--- src/rtl/tscr_pkg.sv ---
package tscr_pkg;
    // resource identifier layout
    localparam logic [7:0]  RID_TAG          = 8'h0B;
    localparam int          RID_NUM_LSB      = 8;
    // register numbers
    localparam logic [7:0]  REG_TILE_CTRL    = 8'h02;
    localparam logic [7:0]  REG_BOOT_STATUS  = 8'h03;
    localparam logic [7:0]  REG_SECURITY     = 8'h05;
    localparam logic [7:0]  REG_ROSC_CTRL    = 8'h06;
    localparam logic [7:0]  REG_ROSC_COUNT0  = 8'h07;
    localparam logic [7:0]  REG_ROSC_COUNT3  = 8'h0A;
    localparam logic [7:0]  REG_RAM_SIZE     = 8'h0C;
    localparam logic [7:0]  REG_DEBUG_SAVED_STATUS_COPY    = 8'h10;
    // writable bits, capture and size masks, reset values
    localparam logic [31:0] CTRL_WMASK       = 32'h03FF_FF36;
    localparam logic [31:0] CTRL_RESET       = 32'h0000_0000;
    localparam logic [31:0] SEC_WMASK        = 32'h8000_5FB1;
    localparam logic [31:0] SEC_RESET        = 32'h0000_0000;
    localparam logic [31:0] ROSC_WMASK       = 32'h0000_0003;
    localparam logic [31:0] ROSC_RESET       = 32'h0000_0000;
    localparam logic [31:0] SSR_WMASK        = 32'h0000_06DF;
    localparam logic [31:0] SSR_CMASK        = 32'h0000_07DF;
    localparam logic [31:0] SSR_RESET        = 32'h0000_0000;
    localparam logic [31:0] RAM_SIZE_MASK    = 32'hFFFF_FFFC;
    // tile control fields
    localparam int          CTRL_DELAY_LSB   = 18;
    localparam int          CTRL_DIV_LSB     = 9;
    localparam int          CTRL_RGMII_EN    = 8;
    localparam int          CTRL_DYNAMIC     = 5;
    localparam int          CTRL_LP_DIV_EN   = 4;
    localparam int          CTRL_UTMI_SEL    = 2;
    localparam int          CTRL_ULPI_EN     = 1;
    // security fields
    localparam int          SEC_WRITE_LOCK   = 31;
    localparam int          SEC_NO_GDEBUG    = 14;
    localparam int          SEC_LOCK_ALL     = 12;
    localparam int          SEC_SECTOR_LSB   = 8;
    localparam int          SEC_OTP_REDUND   = 7;
    localparam int          SEC_OTP_BOOT     = 5;
    localparam int          SEC_NO_JTAG_CFG  = 4;
    localparam int          SEC_NO_JTAG_TAP  = 0;
    // ring oscillator control fields
    localparam int          ROSC_CORE_EN     = 1;
    localparam int          ROSC_PERIPH_EN   = 0;
    // boot status fields
    localparam int          BOOT_PROC_LSB    = 16;
    localparam int          BOOT_OVERRIDE    = 8;
    localparam int          BOOT_CORE1_OFF   = 5;
    localparam int          BOOT_NO_OTP_POLL = 4;
    localparam int          BOOT_FROM_RAM    = 3;
    localparam int          BOOT_FROM_JTAG   = 2;
    // debug saved status fields
    localparam int          SSR_ISSUE_MODE   = 8;
    // sizes
    localparam int          DELAY_W          = 8;
    localparam int          DIV_W            = 9;
    localparam int          ROSC_N           = 4;
    localparam int          ROSC_W           = 16;
    localparam int          SSR_W            = 11;
    localparam logic [31:0] RAM_BYTES_DEF    = 32'h0004_0000;
endpackage

--- src/rtl/tscr_regs.sv ---
// What this block does
// - control bits 25:18 hold transmit delay
// - transmit clock rises at divider, falls at half
// - control bit 8 enables RGMII ports
// - control bit 4 enables low-power divider
// - bit 5 engages divider only when all paused
// - bit 2 selects UTMI, bit 1 enables ULPI
// - boot status reports processor, override, pins
// - boot status shows OTP poll, RAM, JTAG
// - security bit 31 refuses further writes
// - security debug block, OTP locks, redundancy
// - security OTP boot, JTAG blocks
// - security register loads from OTP copy
// - control bits start and stop oscillator groups
// - counters show sixteen bits, rest zero
// - counters survive system reset
// - oscillators asynchronous, usable as randomness
// - RAM size in bytes, bits 31:2
// - debug copy captures saved status word
// - debug copy kernel, handler, enable flags
`timescale 1ns/100ps
`default_nettype none
module tscr_regs #(
    parameter logic [31:0] RAM_BYTES = tscr_pkg::RAM_BYTES_DEF
) (
    input  wire logic                          mclk,
    input  wire logic                          rst_n,
    input  wire logic                          ps_valid,
    input  wire logic                          ps_write,
    input  wire logic [15:0]                   ps_rid,
    input  wire logic [31:0]                   ps_wdata,
    output logic                               ps_ack,
    output logic                               ps_fault,
    output logic [31:0]                        ps_rdata,
    input  wire logic                          all_threads_paused,
    input  wire logic [7:0]                    processor_number,
    input  wire logic                          boot_override,
    input  wire logic                          core1_powered_off,
    input  wire logic                          boot_no_otp_poll,
    input  wire logic                          boot_from_ram,
    input  wire logic                          boot_from_jtag,
    input  wire logic [1:0]                    boot_pll_mode_pins,
    input  wire logic                          otp_security_load,
    input  wire logic [31:0]                   otp_security_word,
    input  wire logic [tscr_pkg::ROSC_N-1:0]   ring_osc_in,
    input  wire logic                          debug_entry,
    input  wire logic                          debug_writable_access,
    input  wire logic [tscr_pkg::SSR_W-1:0]    saved_status_word,
    output logic                               rgmii_tx_clk,
    output logic [tscr_pkg::DELAY_W-1:0]       rgmii_tx_delay,
    output logic                               rgmii_port_enable,
    output logic                               low_power_div_engage,
    output logic                               usb_utmi_select,
    output logic                               ulpi_support_enable,
    output logic                               block_global_debug,
    output logic                               otp_lock_all,
    output logic [3:0]                         otp_sector_lock,
    output logic                               otp_redundancy_enable,
    output logic                               force_otp_boot,
    output logic                               block_jtag_config,
    output logic                               block_jtag_tap,
    output logic                               ring_osc_core_enable,
    output logic                               ring_osc_periph_enable
);
    logic [31:0]                      tile_ctrl;
    logic [31:0]                      security_cfg;
    logic [31:0]                      rosc_ctrl;
    logic [31:0]                      debug_saved_status_copy;
    logic [31:0]                      boot_status;
    logic [tscr_pkg::DIV_W-1:0]       div_count;
    logic [1:0]                       pll_s1;
    logic [1:0]                       pll_s2;
    logic [1:0]                       pll_s3;
    logic [1:0]                       pll_mode;
    logic [tscr_pkg::ROSC_N-1:0]      osc_s1;
    logic [tscr_pkg::ROSC_N-1:0]      osc_s2;
    logic [tscr_pkg::ROSC_N-1:0]      osc_s3;
    logic [tscr_pkg::ROSC_N-1:0]      osc_run;
    // zero at power-up only; system reset keeps the count
    logic [tscr_pkg::ROSC_W-1:0]      osc_count [tscr_pkg::ROSC_N] = '{default: 16'h0000};
    logic [7:0]                       reg_num;
    logic                             tag_ok;
    logic                             wr_ctrl;
    logic                             wr_sec;
    logic                             wr_rosc;
    logic                             wr_ssr;
    logic                             mapped;
    logic                             writable;
    logic [31:0]                      next_rdata;
    logic [tscr_pkg::DIV_W-1:0]       div_value;

    assign reg_num   = ps_rid[15:tscr_pkg::RID_NUM_LSB];
    assign tag_ok    = (ps_rid[7:0] == tscr_pkg::RID_TAG);
    assign wr_ctrl   = ps_valid && ps_write && tag_ok && (reg_num == tscr_pkg::REG_TILE_CTRL);
    assign wr_rosc   = ps_valid && ps_write && tag_ok && (reg_num == tscr_pkg::REG_ROSC_CTRL);
    assign wr_sec    = ps_valid && ps_write && tag_ok && (reg_num == tscr_pkg::REG_SECURITY)
                       && !security_cfg[tscr_pkg::SEC_WRITE_LOCK];
    assign wr_ssr    = ps_valid && ps_write && tag_ok && (reg_num == tscr_pkg::REG_DEBUG_SAVED_STATUS_COPY)
                       && debug_writable_access;
    assign div_value = tile_ctrl[tscr_pkg::CTRL_DIV_LSB +: tscr_pkg::DIV_W];

    always_ff @(posedge mclk) begin
        if (!rst_n) begin
            tile_ctrl <= tscr_pkg::CTRL_RESET;
        end else if (wr_ctrl) begin
            tile_ctrl <= ps_wdata & tscr_pkg::CTRL_WMASK;
        end
    end

    always_ff @(posedge mclk) begin
        if (!rst_n) begin
            security_cfg <= tscr_pkg::SEC_RESET;
        end else if (otp_security_load) begin
            security_cfg <= otp_security_word & tscr_pkg::SEC_WMASK;
        end else if (wr_sec) begin
            security_cfg <= ps_wdata & tscr_pkg::SEC_WMASK;
        end
    end

    always_ff @(posedge mclk) begin
        if (!rst_n) begin
            rosc_ctrl <= tscr_pkg::ROSC_RESET;
        end else if (wr_rosc) begin
            rosc_ctrl <= ps_wdata & tscr_pkg::ROSC_WMASK;
        end
    end

    // capture on debugger entry; debugger may edit
    always_ff @(posedge mclk) begin
        if (!rst_n) begin
            debug_saved_status_copy <= tscr_pkg::SSR_RESET;
        end else if (debug_entry) begin
            debug_saved_status_copy <= {21'h0, saved_status_word} & tscr_pkg::SSR_CMASK;
        end else if (wr_ssr) begin
            // issue mode bit 8 stays read-only
            debug_saved_status_copy <= (ps_wdata & tscr_pkg::SSR_WMASK) | (debug_saved_status_copy & ~tscr_pkg::SSR_WMASK);
        end
    end

    // boot pins are asynchronous; accept once two later stages agree
    always_ff @(posedge mclk) begin
        if (!rst_n) begin
            pll_s1   <= 2'h0;
            pll_s2   <= 2'h0;
            pll_s3   <= 2'h0;
            pll_mode <= 2'h0;
        end else begin
            pll_s1 <= boot_pll_mode_pins;
            pll_s2 <= pll_s1;
            pll_s3 <= pll_s2;
            if (pll_s2 == pll_s3) begin
                pll_mode <= pll_s3;
            end
        end
    end

    always_comb begin
        boot_status                                = 32'h0;
        boot_status[tscr_pkg::BOOT_PROC_LSB +: 8]  = processor_number;
        boot_status[tscr_pkg::BOOT_OVERRIDE]       = boot_override;
        boot_status[tscr_pkg::BOOT_CORE1_OFF]      = core1_powered_off;
        boot_status[tscr_pkg::BOOT_NO_OTP_POLL]    = boot_no_otp_poll;
        boot_status[tscr_pkg::BOOT_FROM_RAM]       = boot_from_ram;
        boot_status[tscr_pkg::BOOT_FROM_JTAG]      = boot_from_jtag;
        boot_status[1:0]                           = pll_mode;
    end

    always_ff @(posedge mclk) begin
        if (!rst_n || !tile_ctrl[tscr_pkg::CTRL_RGMII_EN]) begin
            div_count    <= 9'h000;
            rgmii_tx_clk <= 1'b0;
        end else begin
            div_count <= (div_count >= div_value) ? 9'h000 : div_count + 9'h001;
            // rise wins when value is zero and both compares hit
            if (div_count == div_value) begin
                rgmii_tx_clk <= 1'b1;
            end else if (div_count == (div_value >> 1)) begin
                rgmii_tx_clk <= 1'b0;
            end
        end
    end

    always_ff @(posedge mclk) begin
        if (!rst_n) begin
            low_power_div_engage <= 1'b0;
        end else begin
            low_power_div_engage <= tile_ctrl[tscr_pkg::CTRL_LP_DIV_EN]
                                    && (!tile_ctrl[tscr_pkg::CTRL_DYNAMIC] || all_threads_paused);
        end
    end

    // oscillator edges crossed by three stages
    always_ff @(posedge mclk) begin
        osc_s1 <= ring_osc_in;
        osc_s2 <= osc_s1;
        osc_s3 <= osc_s2;
    end

    assign osc_run = {rosc_ctrl[tscr_pkg::ROSC_PERIPH_EN], rosc_ctrl[tscr_pkg::ROSC_PERIPH_EN],
                      rosc_ctrl[tscr_pkg::ROSC_CORE_EN], rosc_ctrl[tscr_pkg::ROSC_CORE_EN]};

    for (genvar i = 0; i < tscr_pkg::ROSC_N; i++) begin : g_osc
        always_ff @(posedge mclk) begin
            if (osc_run[i] && osc_s2[i] && !osc_s3[i]) begin
                osc_count[i] <= osc_count[i] + 16'h0001;
            end
        end
    end

    assign mapped   = tag_ok && ((reg_num == tscr_pkg::REG_TILE_CTRL)
                      || (reg_num == tscr_pkg::REG_BOOT_STATUS)
                      || (reg_num == tscr_pkg::REG_SECURITY)
                      || (reg_num == tscr_pkg::REG_ROSC_CTRL)
                      || ((reg_num >= tscr_pkg::REG_ROSC_COUNT0)
                          && (reg_num <= tscr_pkg::REG_ROSC_COUNT3))
                      || (reg_num == tscr_pkg::REG_RAM_SIZE)
                      || (reg_num == tscr_pkg::REG_DEBUG_SAVED_STATUS_COPY));
    assign writable = wr_ctrl || wr_sec || wr_rosc || wr_ssr;

    always_comb begin
        next_rdata = 32'h0;
        if (!tag_ok) begin
            next_rdata = 32'h0;
        end else if (reg_num == tscr_pkg::REG_TILE_CTRL) begin
            next_rdata = tile_ctrl;
        end else if (reg_num == tscr_pkg::REG_BOOT_STATUS) begin
            next_rdata = boot_status;
        end else if (reg_num == tscr_pkg::REG_SECURITY) begin
            next_rdata = security_cfg;
        end else if (reg_num == tscr_pkg::REG_ROSC_CTRL) begin
            next_rdata = rosc_ctrl;
        end else if ((reg_num >= tscr_pkg::REG_ROSC_COUNT0)
                     && (reg_num <= tscr_pkg::REG_ROSC_COUNT3)) begin
            next_rdata = {16'h0, osc_count[2'(reg_num - tscr_pkg::REG_ROSC_COUNT0)]};
        end else if (reg_num == tscr_pkg::REG_RAM_SIZE) begin
            // size in bytes, low bits zero
            next_rdata = RAM_BYTES & tscr_pkg::RAM_SIZE_MASK;
        end else if (reg_num == tscr_pkg::REG_DEBUG_SAVED_STATUS_COPY) begin
            next_rdata = debug_saved_status_copy;
        end
    end

    // answer one cycle after each request
    always_ff @(posedge mclk) begin
        if (!rst_n) begin
            ps_ack   <= 1'b0;
            ps_fault <= 1'b0;
            ps_rdata <= 32'h0;
        end else begin
            ps_ack   <= ps_valid;
            ps_fault <= ps_valid && (!mapped || (ps_write && !writable));
            ps_rdata <= (ps_valid && !ps_write) ? next_rdata : 32'h0;
        end
    end

    assign rgmii_tx_delay         = tile_ctrl[tscr_pkg::CTRL_DELAY_LSB +: tscr_pkg::DELAY_W];
    assign rgmii_port_enable      = tile_ctrl[tscr_pkg::CTRL_RGMII_EN];
    assign usb_utmi_select        = tile_ctrl[tscr_pkg::CTRL_UTMI_SEL];
    assign ulpi_support_enable    = tile_ctrl[tscr_pkg::CTRL_ULPI_EN];
    assign block_global_debug     = security_cfg[tscr_pkg::SEC_NO_GDEBUG];
    assign otp_lock_all           = security_cfg[tscr_pkg::SEC_LOCK_ALL];
    assign otp_sector_lock        = security_cfg[tscr_pkg::SEC_SECTOR_LSB +: 4];
    assign otp_redundancy_enable  = security_cfg[tscr_pkg::SEC_OTP_REDUND];
    assign force_otp_boot         = security_cfg[tscr_pkg::SEC_OTP_BOOT];
    assign block_jtag_config      = security_cfg[tscr_pkg::SEC_NO_JTAG_CFG];
    assign block_jtag_tap         = security_cfg[tscr_pkg::SEC_NO_JTAG_TAP];
    assign ring_osc_core_enable   = rosc_ctrl[tscr_pkg::ROSC_CORE_EN];
    assign ring_osc_periph_enable = rosc_ctrl[tscr_pkg::ROSC_PERIPH_EN];
endmodule
`default_nettype wire

--- config.mk ---
export PLATFORM = sky130hd
export DESIGN_NAME = tscr_regs
export DESIGN_NICKNAME = d
export VERILOG_FILES = /design/src/rtl/tscr_pkg.sv /design/src/rtl/tscr_regs.sv
export SDC_FILE = /design/constraint.sdc
export NUM_CORES = 1
export LEC_CHECK = 0
export ABC_CLOCK_PERIOD_IN_PS = 10000
export BUFFER_PORTS_ARGS = -buffer_cell sky130_fd_sc_hd__buf_4
export CAP_MARGIN = 20
export CORE_MARGIN = 2
export CORE_UTILIZATION = 38
export DETAILED_ROUTE_END_ITERATION = 12
export PLACE_DENSITY_LB_ADDON = 0.3
export SKIP_LAST_GASP = 1
export SYNTH_ARGS = -nofsm -noshare
export SYNTH_HDL_FRONTEND = slang
export SYNTH_SLANG_ARGS = --single-unit
--- constraint.sdc ---
create_clock -name mclk -period 10 [get_ports mclk]
set_clock_uncertainty 0.05 [all_clocks]
set_input_delay 2 -clock mclk [delete_from_list [all_inputs] [get_ports mclk]]
set_output_delay 2 -clock mclk [all_outputs]
set_load 0.02 [all_outputs]
# Word level (Yosys, flattened, before mapping)
# Memories as Yosys holds them, arrays and structs flattened.
# Index checks and enable logic that the tools add are counted.
[totals]
ff_bits = 132
latch_bits = 0
ram_bits = 64
mem_bits_ro = 0
elab_cells = 122
memories = 1
[mem_list]
columns = ["memory", "depth", "word_bits", "read_ports", "rd_clocked_by_memory_dff", "write_ports", "line", "text"]
rows = [
  ["osc_count", 4, 16, 5, 0, 4, "tscr_regs.sv:80", "logic [tscr_pkg::ROSC_W-1:0] osc_count [tscr_pkg::ROSC_N] = '{default: 16'h0000};"],
]
[op_classes]
addsub = 6
mul = 0
div = 0
order_cmp = 3
eq_ne = 10
n_shift = 0
muxes = 21
bitwise = 4
n_reduce_logical = 55
[op_table]
columns = ["op", "n"]
rows = [
  ["two-way mux 32 bit", 7],
  ["adder 16 x 1 -> 16 bit, second input constant", 4],
  ["two-way mux 26 bit", 2],
  ["OR 11 x 32 -> 32 bit", 1],
  ["logical AND 1 bit", 22],
  ["two-way mux 11 bit", 2],
  ["equality test 8 x 2 -> 1 bit, second input constant", 2],
  ["equality test 8 x 3 -> 1 bit, second input constant", 2],
  ["equality test 8 x 4 -> 1 bit, second input constant", 2],
  ["logical OR 1 bit", 12],
  ["zero test 1 bit", 11],
  ["two-way mux 1 bit", 10],
  ["adder 9 x 1 -> 9 bit, second input constant", 1],
  ["equality test 9 x 8 -> 1 bit", 1],
  ["equality test 9 bit", 1],
  [">= comparator 9 bit", 1],
  ["equality test 8 x 5 -> 1 bit, second input constant", 1],
  [">= comparator 8 x 3 -> 1 bit, second input constant", 1],
  ["<= comparator 8 x 4 -> 1 bit, second input constant", 1],
  ["OR reduction 8 bit", 1],
  ["nonzero test 2 bit", 3],
  ["OR reduction 2 bit", 3],
  ["OR reduction 5 bit", 1],
  ["NOT 1 bit", 3],
  ["other kinds (4)", 4],
]

# Logic depth before layout (Yosys ltp)
# Gate-level depths: netlist of run 1.
[logic_depth]
depth_word = 11
mapped_depth = 11

# Least setup slack after synthesis of run 1
# No wires, ideal clock.
[synth_path]
path_type = "in2reg"
from = "input port ps_rid[8]"
to = "register ps_rdata[14]"
setup_ns = 0.117
arrival_time_ns = 4.438
required_time_ns = 9.833
setup_slack_ns = 5.395
cell_stages = 9
cell_sequence = "clkbuf_1 buf_2 inv_1 ha_1 clkbuf_1 buf_1 mux4_2 a22o_1 a22o_1"
[synth_between]
elab_chain_len = 8
elab_cells_between_ends = 18
[synth_rtl]
columns = ["item", "line", "text"]
rows = [
  ["start, declared", "tscr_regs.sv:30", "input wire logic [15:0] ps_rid,"],
  ["branches (longest 7 deep; another with memory (4 x 16 bit))", "--", ""],
  ["two-way mux 26 bit *", "tscr_regs.sv:224", "end else if (reg_num == tscr_pkg::REG_TILE_CTRL) begin"],
  ["end signal, assigned", "tscr_regs.sv:252", "ps_rdata <= (ps_valid && !ps_write) ? next_rdata : 32'h0;"],
  ["end, declared", "tscr_regs.sv:34", "output logic [31:0] ps_rdata,"],
]
# Mark *: on every way between the ends.
# A chain may end at the register's enable or synchronous reset.

# Worst setup path after layout of run 1
[layout_path]
from = "input port ps_rid[8]"
to = "register debug_saved_status_copy[9]"
[layout_between]
elab_chain_len = 4
[layout_rtl]
columns = ["item", "line", "text"]
rows = [
  ["equality test 8 x 5 -> 1 bit", "tscr_regs.sv:98", "assign wr_ssr = ps_valid && ps_write && tag_ok && (reg_num == tscr_pkg::REG_DEBUG_SAVED_STATUS_COPY)"],
  ["logical AND 1 bit", "tscr_regs.sv:98", ""],
  ["logical AND 1 bit", "tscr_regs.sv:99", "&& debug_writable_access;"],
  ["nonzero test 2 bit (no line)", "--", ""],
  ["end signal, assigned", "tscr_regs.sv:131", "debug_saved_status_copy <= tscr_pkg::SSR_RESET;"],
  ["end signal, assigned", "tscr_regs.sv:133", "debug_saved_status_copy <= {21'h0, saved_status_word} & tscr_pkg::SSR_CMASK;"],
  ["end signal, assigned", "tscr_regs.sv:136", "debug_saved_status_copy <= (ps_wdata & tscr_pkg::SSR_WMASK) | (debug_saved_status_copy & ~tscr_pkg::SSR_WMASK) ..."],
  ["end, declared", "tscr_regs.sv:68", "logic [31:0] debug_saved_status_copy;"],
]
# No other way between the ends.

==> metrics.txt, run 1 <==
Placed Area around 9000 um2; share of post-route cells with drive strength above 1 22.2%; vias in the first global route 5720; leakage roughly 0.0035 uW; die area 22300 um2; fmax 0.219 GHz; vias per cell 5.26; CTS Hold Bufs 0; detailed-router iteration count before antenna repair 7; CTS tree built; clock network power share a little over two fifths; Power Density 148 nW/um2; CTS max path bufs 2; count of cell types in the netlist 58; port bufs 144; gr usage total 18.6%; Final Hold Fails 0; Crit Path Max Fanout 19; WP data arrival 4.78 ns; status complete, no violations; via count 6181; max_slew headroom 34.6%; io pins approximately 180; largest net degree at the start of global routing 57; Comb power frac roughly 5.8%; Final Instance Area 9750 um2; chip width 149 um; H-tree Lvls 4; commonest non-fill, non-tap cells in the layout buf_4, nand2_1, dfxtp_1, edfxtp_1, xnor2_1; hpwl dp 15500 um; GPL Wtd Cong 0.883; postcts setup bufs 0; yosys warns 0; Syn Area/Cell 10.4 um2; Rows 53; Power Internal 1110 uW; worst flop-to-flop path startpoint tile_ctrl[15]; Final min period 4.57 ns; Switching Share 23.2%; clock latency at the later pin of the worst-skew pair 0.43 ns; Area Growth Syn to Fin 21.8%; Main synth FF type dfxtp_1; Seq pwr share 50.2%; Crit path required time ~10 ns; drt total wl 20900 um; Final setup viols 0; GRT overflow 0; average wire per standard cell 17.8 um; ANT nets after route 0; Final #Nets a little over 1000; Diodes inserted 0; total power 1440 uW; hold crit path type reg2reg; max_cap viols 0; most common cell after layout, fill and taps aside buf_4; ys async rst share 0%; initial antenna violation count 0; switching pwr about 330 uW; Synth Cell Area 8010 um2; Max rail drop VDD 98.6 uV; Final period util 45.7%; first-pass GRT wire length approximately 32000 um; Num CTS Buffers 17; Worst Tran Pin Value 0.981 ns; Mapped Cells 767; crit path launch type primary input; post-route setup TNS 0 ns; DR iter-0 viols around 480; pins over their slew limit 0; CP startpoint ps_rid[8]; clock slew at reported path FFs 0.07 ns; CP Class in2reg; hold path startpoint osc_s1[0]; RSZ-0062 raised after global routing false; CTS root buffer clkbuf_16; clk sinks 169; CTS resizes 0; Die Y 149 um; #FFs+latches synth roughly 170; post-synthesis sequential area ratio 50.2%; Initial Util 38.5%; Post-synth EDFFs 64; DR DRC count 0; core area 20800 um2; CP endpoint kind flip-flop
metrics by stage:
step                std cells  hold slack (ns)  worst slack [ns]  utilization [%]
floorplan                 771            0.260              5.40                -
detailed placement       1143            0.262              5.15             44.1
finish                   1174            0.276              5.43             46.8
global placement         1143            0.263              5.15             44.1
global route             1174            0.284              5.36             46.8
CTS                      1174            0.278              5.53             46.8
Yosys cell counts, types with 18 or more instances:
cell type | instances | area, um2
a21boi_0 | 22 | 165
a21oi_1 | 25 | 125
and3_1 | 20 | 125
buf_4 | 19 | 143
clkbuf_1 | 20 | 75.1
dfxtp_1 | 105 | 2100
edfxtp_1 | 64 | 1920
ha_1 | 18 | 225
inv_1 | 27 | 101
nand2_1 | 108 | 405
nand3_1 | 33 | 165
nor2_1 | 29 | 109
o21ai_0 | 26 | 130
xnor2_1 | 52 | 455
xor2_1 | 21 | 184
worst max-delay path: stages:
cell and delay (ns):
buf_4 0.22, inv_1 0.12, ha_1 0.25, nor4bb_1 0.70, and2b_1 0.54, nand3_1 0.56
nand2_1 0.25, a31oi_1 0.14
kinds of logic after synthesis:
family	share of synthesized area [%]
simple gates	16.5
flops	50.2
compound gates	11.4
buf+inv	4.87
xor+xnor	7.98
mux	6.12
fa+ha+maj	2.81
other cells	0.0468
final cells by class:
cell class	count	area [um2]
Multi-Input combinational cell	524	3610
Clock inverter	11	83.8
Sequential cell	169	4020
Clock buffer	20	478
Timing Repair Buffer	148	1110
Fill cell	1923	11100
Tap cell	275	344
Inverter	27	101
worst paths after layout:
path                                 to  slack (ns)  cells past startpoint
min reg2reg                   osc_s2[0]        0.28                      0
min                           osc_s2[0]        0.28                      0
max reg2reg                div_count[5]        7.92                      7
max          debug_saved_status_copy[9]        5.43                      8
per-layer routing:
| layer | wire length [um] | vias up | track usage (%) |
|---|---|---|---|
| met4 | 293 | 0 | 4.90 |
| met1 | 9300 | 2980 | 24.5 |
| met2 | 9880 | 209 | 30.9 |
| li1 | - | 2963 | - |
| met3 | 1420 | 29 | 4.25 |
| met5 | 0 | - | 0 |
state kept, by name, indices dropped and copies added (netlist names):
| register | count |
|---|---|
| osc_count | 64 |
| ps_rdata | 27 |
| tile_ctrl | 22 |
| security_cfg | 11 |
| debug_saved_status_copy | 10 |
| div_count | 9 |
| osc_s1 | 4 |
| osc_s2 | 4 |
| osc_s3 | 4 |
| pll_mode | 2 |
| pll_s1 | 2 |
| pll_s2 | 2 |
| pll_s3 | 2 |
| rosc_ctrl | 2 |
| low_power_div_engage | 1 |
| ps_ack | 1 |
| ps_fault | 1 |
| rgmii_tx_clk | 1 |
power groups by stage:
stage | logic [uW] | clock network, uW | registers [uW]
final | 83.6 | 635 | 724
after global routing | 90.0 | 672 | 725
after CTS | 83.5 | 642 | 724
after detailed placement | 83.2 | 0 | 740
after global placement | 82.6 | 0 | 739
after floorplan | 39.8 | 0 | 740
No activity file was read; power rests on OpenSTA's default activity.
==> run 2, diff against run 1 <==
ABC_CLOCK_PERIOD_IN_PS = 4500   (was 10000)
clock period = 4.5 ns   (was 10 ns; I/O delays follow)
==> metrics.txt, run 2 (synthesis gave the netlist of run 1 again) <==
Final setup viols 0 (unchanged); CTS max path bufs 2 (unchanged); CTS tree built; clk sinks 169 (unchanged); vias per cell 5.26 (about the same); CP Class in2reg; DR iter-0 viols 479 (unchanged); Diodes inserted 0 (unchanged); share of post-route cells with drive strength above 1 22.8% (+0.60 points); biggest regs osc_count x64, ps_rdata x27, tile_ctrl x22; status complete, no violations; chip width 149 um (unchanged); WP data arrival 3.16 ns (-1.62 ns); max reg flops 64 (unchanged); pins over their slew limit 0 (unchanged); CTS resizes 0 (unchanged); ANT nets after route 0 (unchanged); post-route setup TNS 0 ns (unchanged); max_cap viols 0 (unchanged); Final Hold Fails 0 (unchanged); RSZ-0062 raised after global routing false; Max rail drop VDD 217 uV (+120%); Placed Area 9240 um2 (+0.49%); clock slew at reported path FFs 0.06 ns (about the same); drt total wl 20800 um (-0.20%); detailed-router iteration count before antenna repair 5 (-2); H-tree Lvls 4 (unchanged); DR DRC count 0 (unchanged); core area 20800 um2 (unchanged); via count 6213 (+0.52%); Rows 53 (unchanged); Final #Nets 1029 (+0.59%); die area 22300 um2 (unchanged); GPL Wtd Cong 0.883 (about the same); Final min period 2.93 ns; CTS root buffer clkbuf_16; fmax roughly 0.34 GHz; PnR worst setup slack 1.57 ns (-3.86 ns); Biggest register osc_count; CTS Hold Bufs 0 (unchanged); vias in the first global route 5905 (+3.2%); Die Y 149 um (unchanged); Crit Path Max Fanout 19 (unchanged); R2R Setup Slk 2.39 ns (-5.53 ns); initial antenna violation count 0 (unchanged); port bufs 144 (unchanged); crit path launch type primary input; max_slew headroom 36.8% (+2.2 points); average wire per standard cell 17.7 um (-0.79%); Area Growth Syn to Fin 23.1%; hold crit path type reg2reg; gr usage total 19.0% (+0.39 points); clock latency at the later pin of the worst-skew pair 0.43 ns (about the same); largest net degree at the start of global routing 56 (-1.8%); Initial Util 38.5% (unchanged); Power Density 335 nW/um2 (+130%); io pins 177 (unchanged); most common cell after layout, fill and taps aside buf_4; Num CTS Buffers 17 (unchanged); total power 3310 uW (+130%); Crit path required time 4.73 ns (-5.48 ns); first-pass GRT wire length 32400 um (+2.1%); leakage 0.00351 uW (+1.7%); Final Instance Area 9860 um2 (+1.1%); commonest non-fill, non-tap cells in the layout buf_4, nand2_1, dfxtp_1, edfxtp_1, xnor2_1; GRT overflow 0 (unchanged); Worst Tran Pin Value 0.948 ns (-0.0329 ns); CP endpoint kind flip-flop; hpwl dp 15700 um (+1.1%); Final period util 65.0%; worst slack, placed 1.13 ns (-4.01 ns); postcts setup bufs 0 (unchanged)
run 2: per-stage QoR:
stage / utilization, % / cells / hold slack, ns
floorplan: - / 771 / 0.260
global placement: 44.4 / 1149 / 0.262
detailed placement: 44.4 / 1149 / 0.262
CTS: 47.4 / 1181 / 0.279
global route: 47.4 / 1181 / 0.285
finish: 47.4 / 1181 / 0.279
run 2: path summary, 6_finish.rpt:
kind,from,end,depth (start not counted)
worst max-delay path,ps_rid[8],security_cfg[4],6
worst min-delay path,osc_s1[2],osc_s2[2],0
worst max register to register,tile_ctrl[15],div_count[3],7
worst min register to register,osc_s1[2],osc_s2[2],0
run 2: worst max-delay path, stage by stage:
cell,delay [ns]
buf_4,0.29
ha_1,0.40
and3_1,0.49
and3_1,0.71
mux2i_1,0.27
a21oi_1,0.08
run 2: layout make-up:
cell class | instances | area, um2
timing repair buffer | 154 | 1160
fill | 1963 | 11000
clock buffer | 23 | 553
tap | 275 | 344
clock inverter | 9 | 71.3
multi-input combinational | 524 | 3610
sequential | 169 | 4020
inverter | 27 | 101
run 2: routing by layer:
metal / part of all wire (%) / global-route usage [%] / wire length [um] / vias up
met5: 0 / 0 / 0 / -
met4: 1.3 / 5.48 / 261 / 0
met3: 7.9 / 4.53 / 1650 / 26
met2: 48 / 31.5 / 9980 / 245
met1: 43 / 24.7 / 8960 / 2963
li1: - / - / - / 2979
run 2: power breakdown:
part	total [uW]	switching, uW	internal [uW]
combinational	187	92.4	95.0
sequential	1610	13.2	1600
clock	1510	633	876
total	3310	739	2570
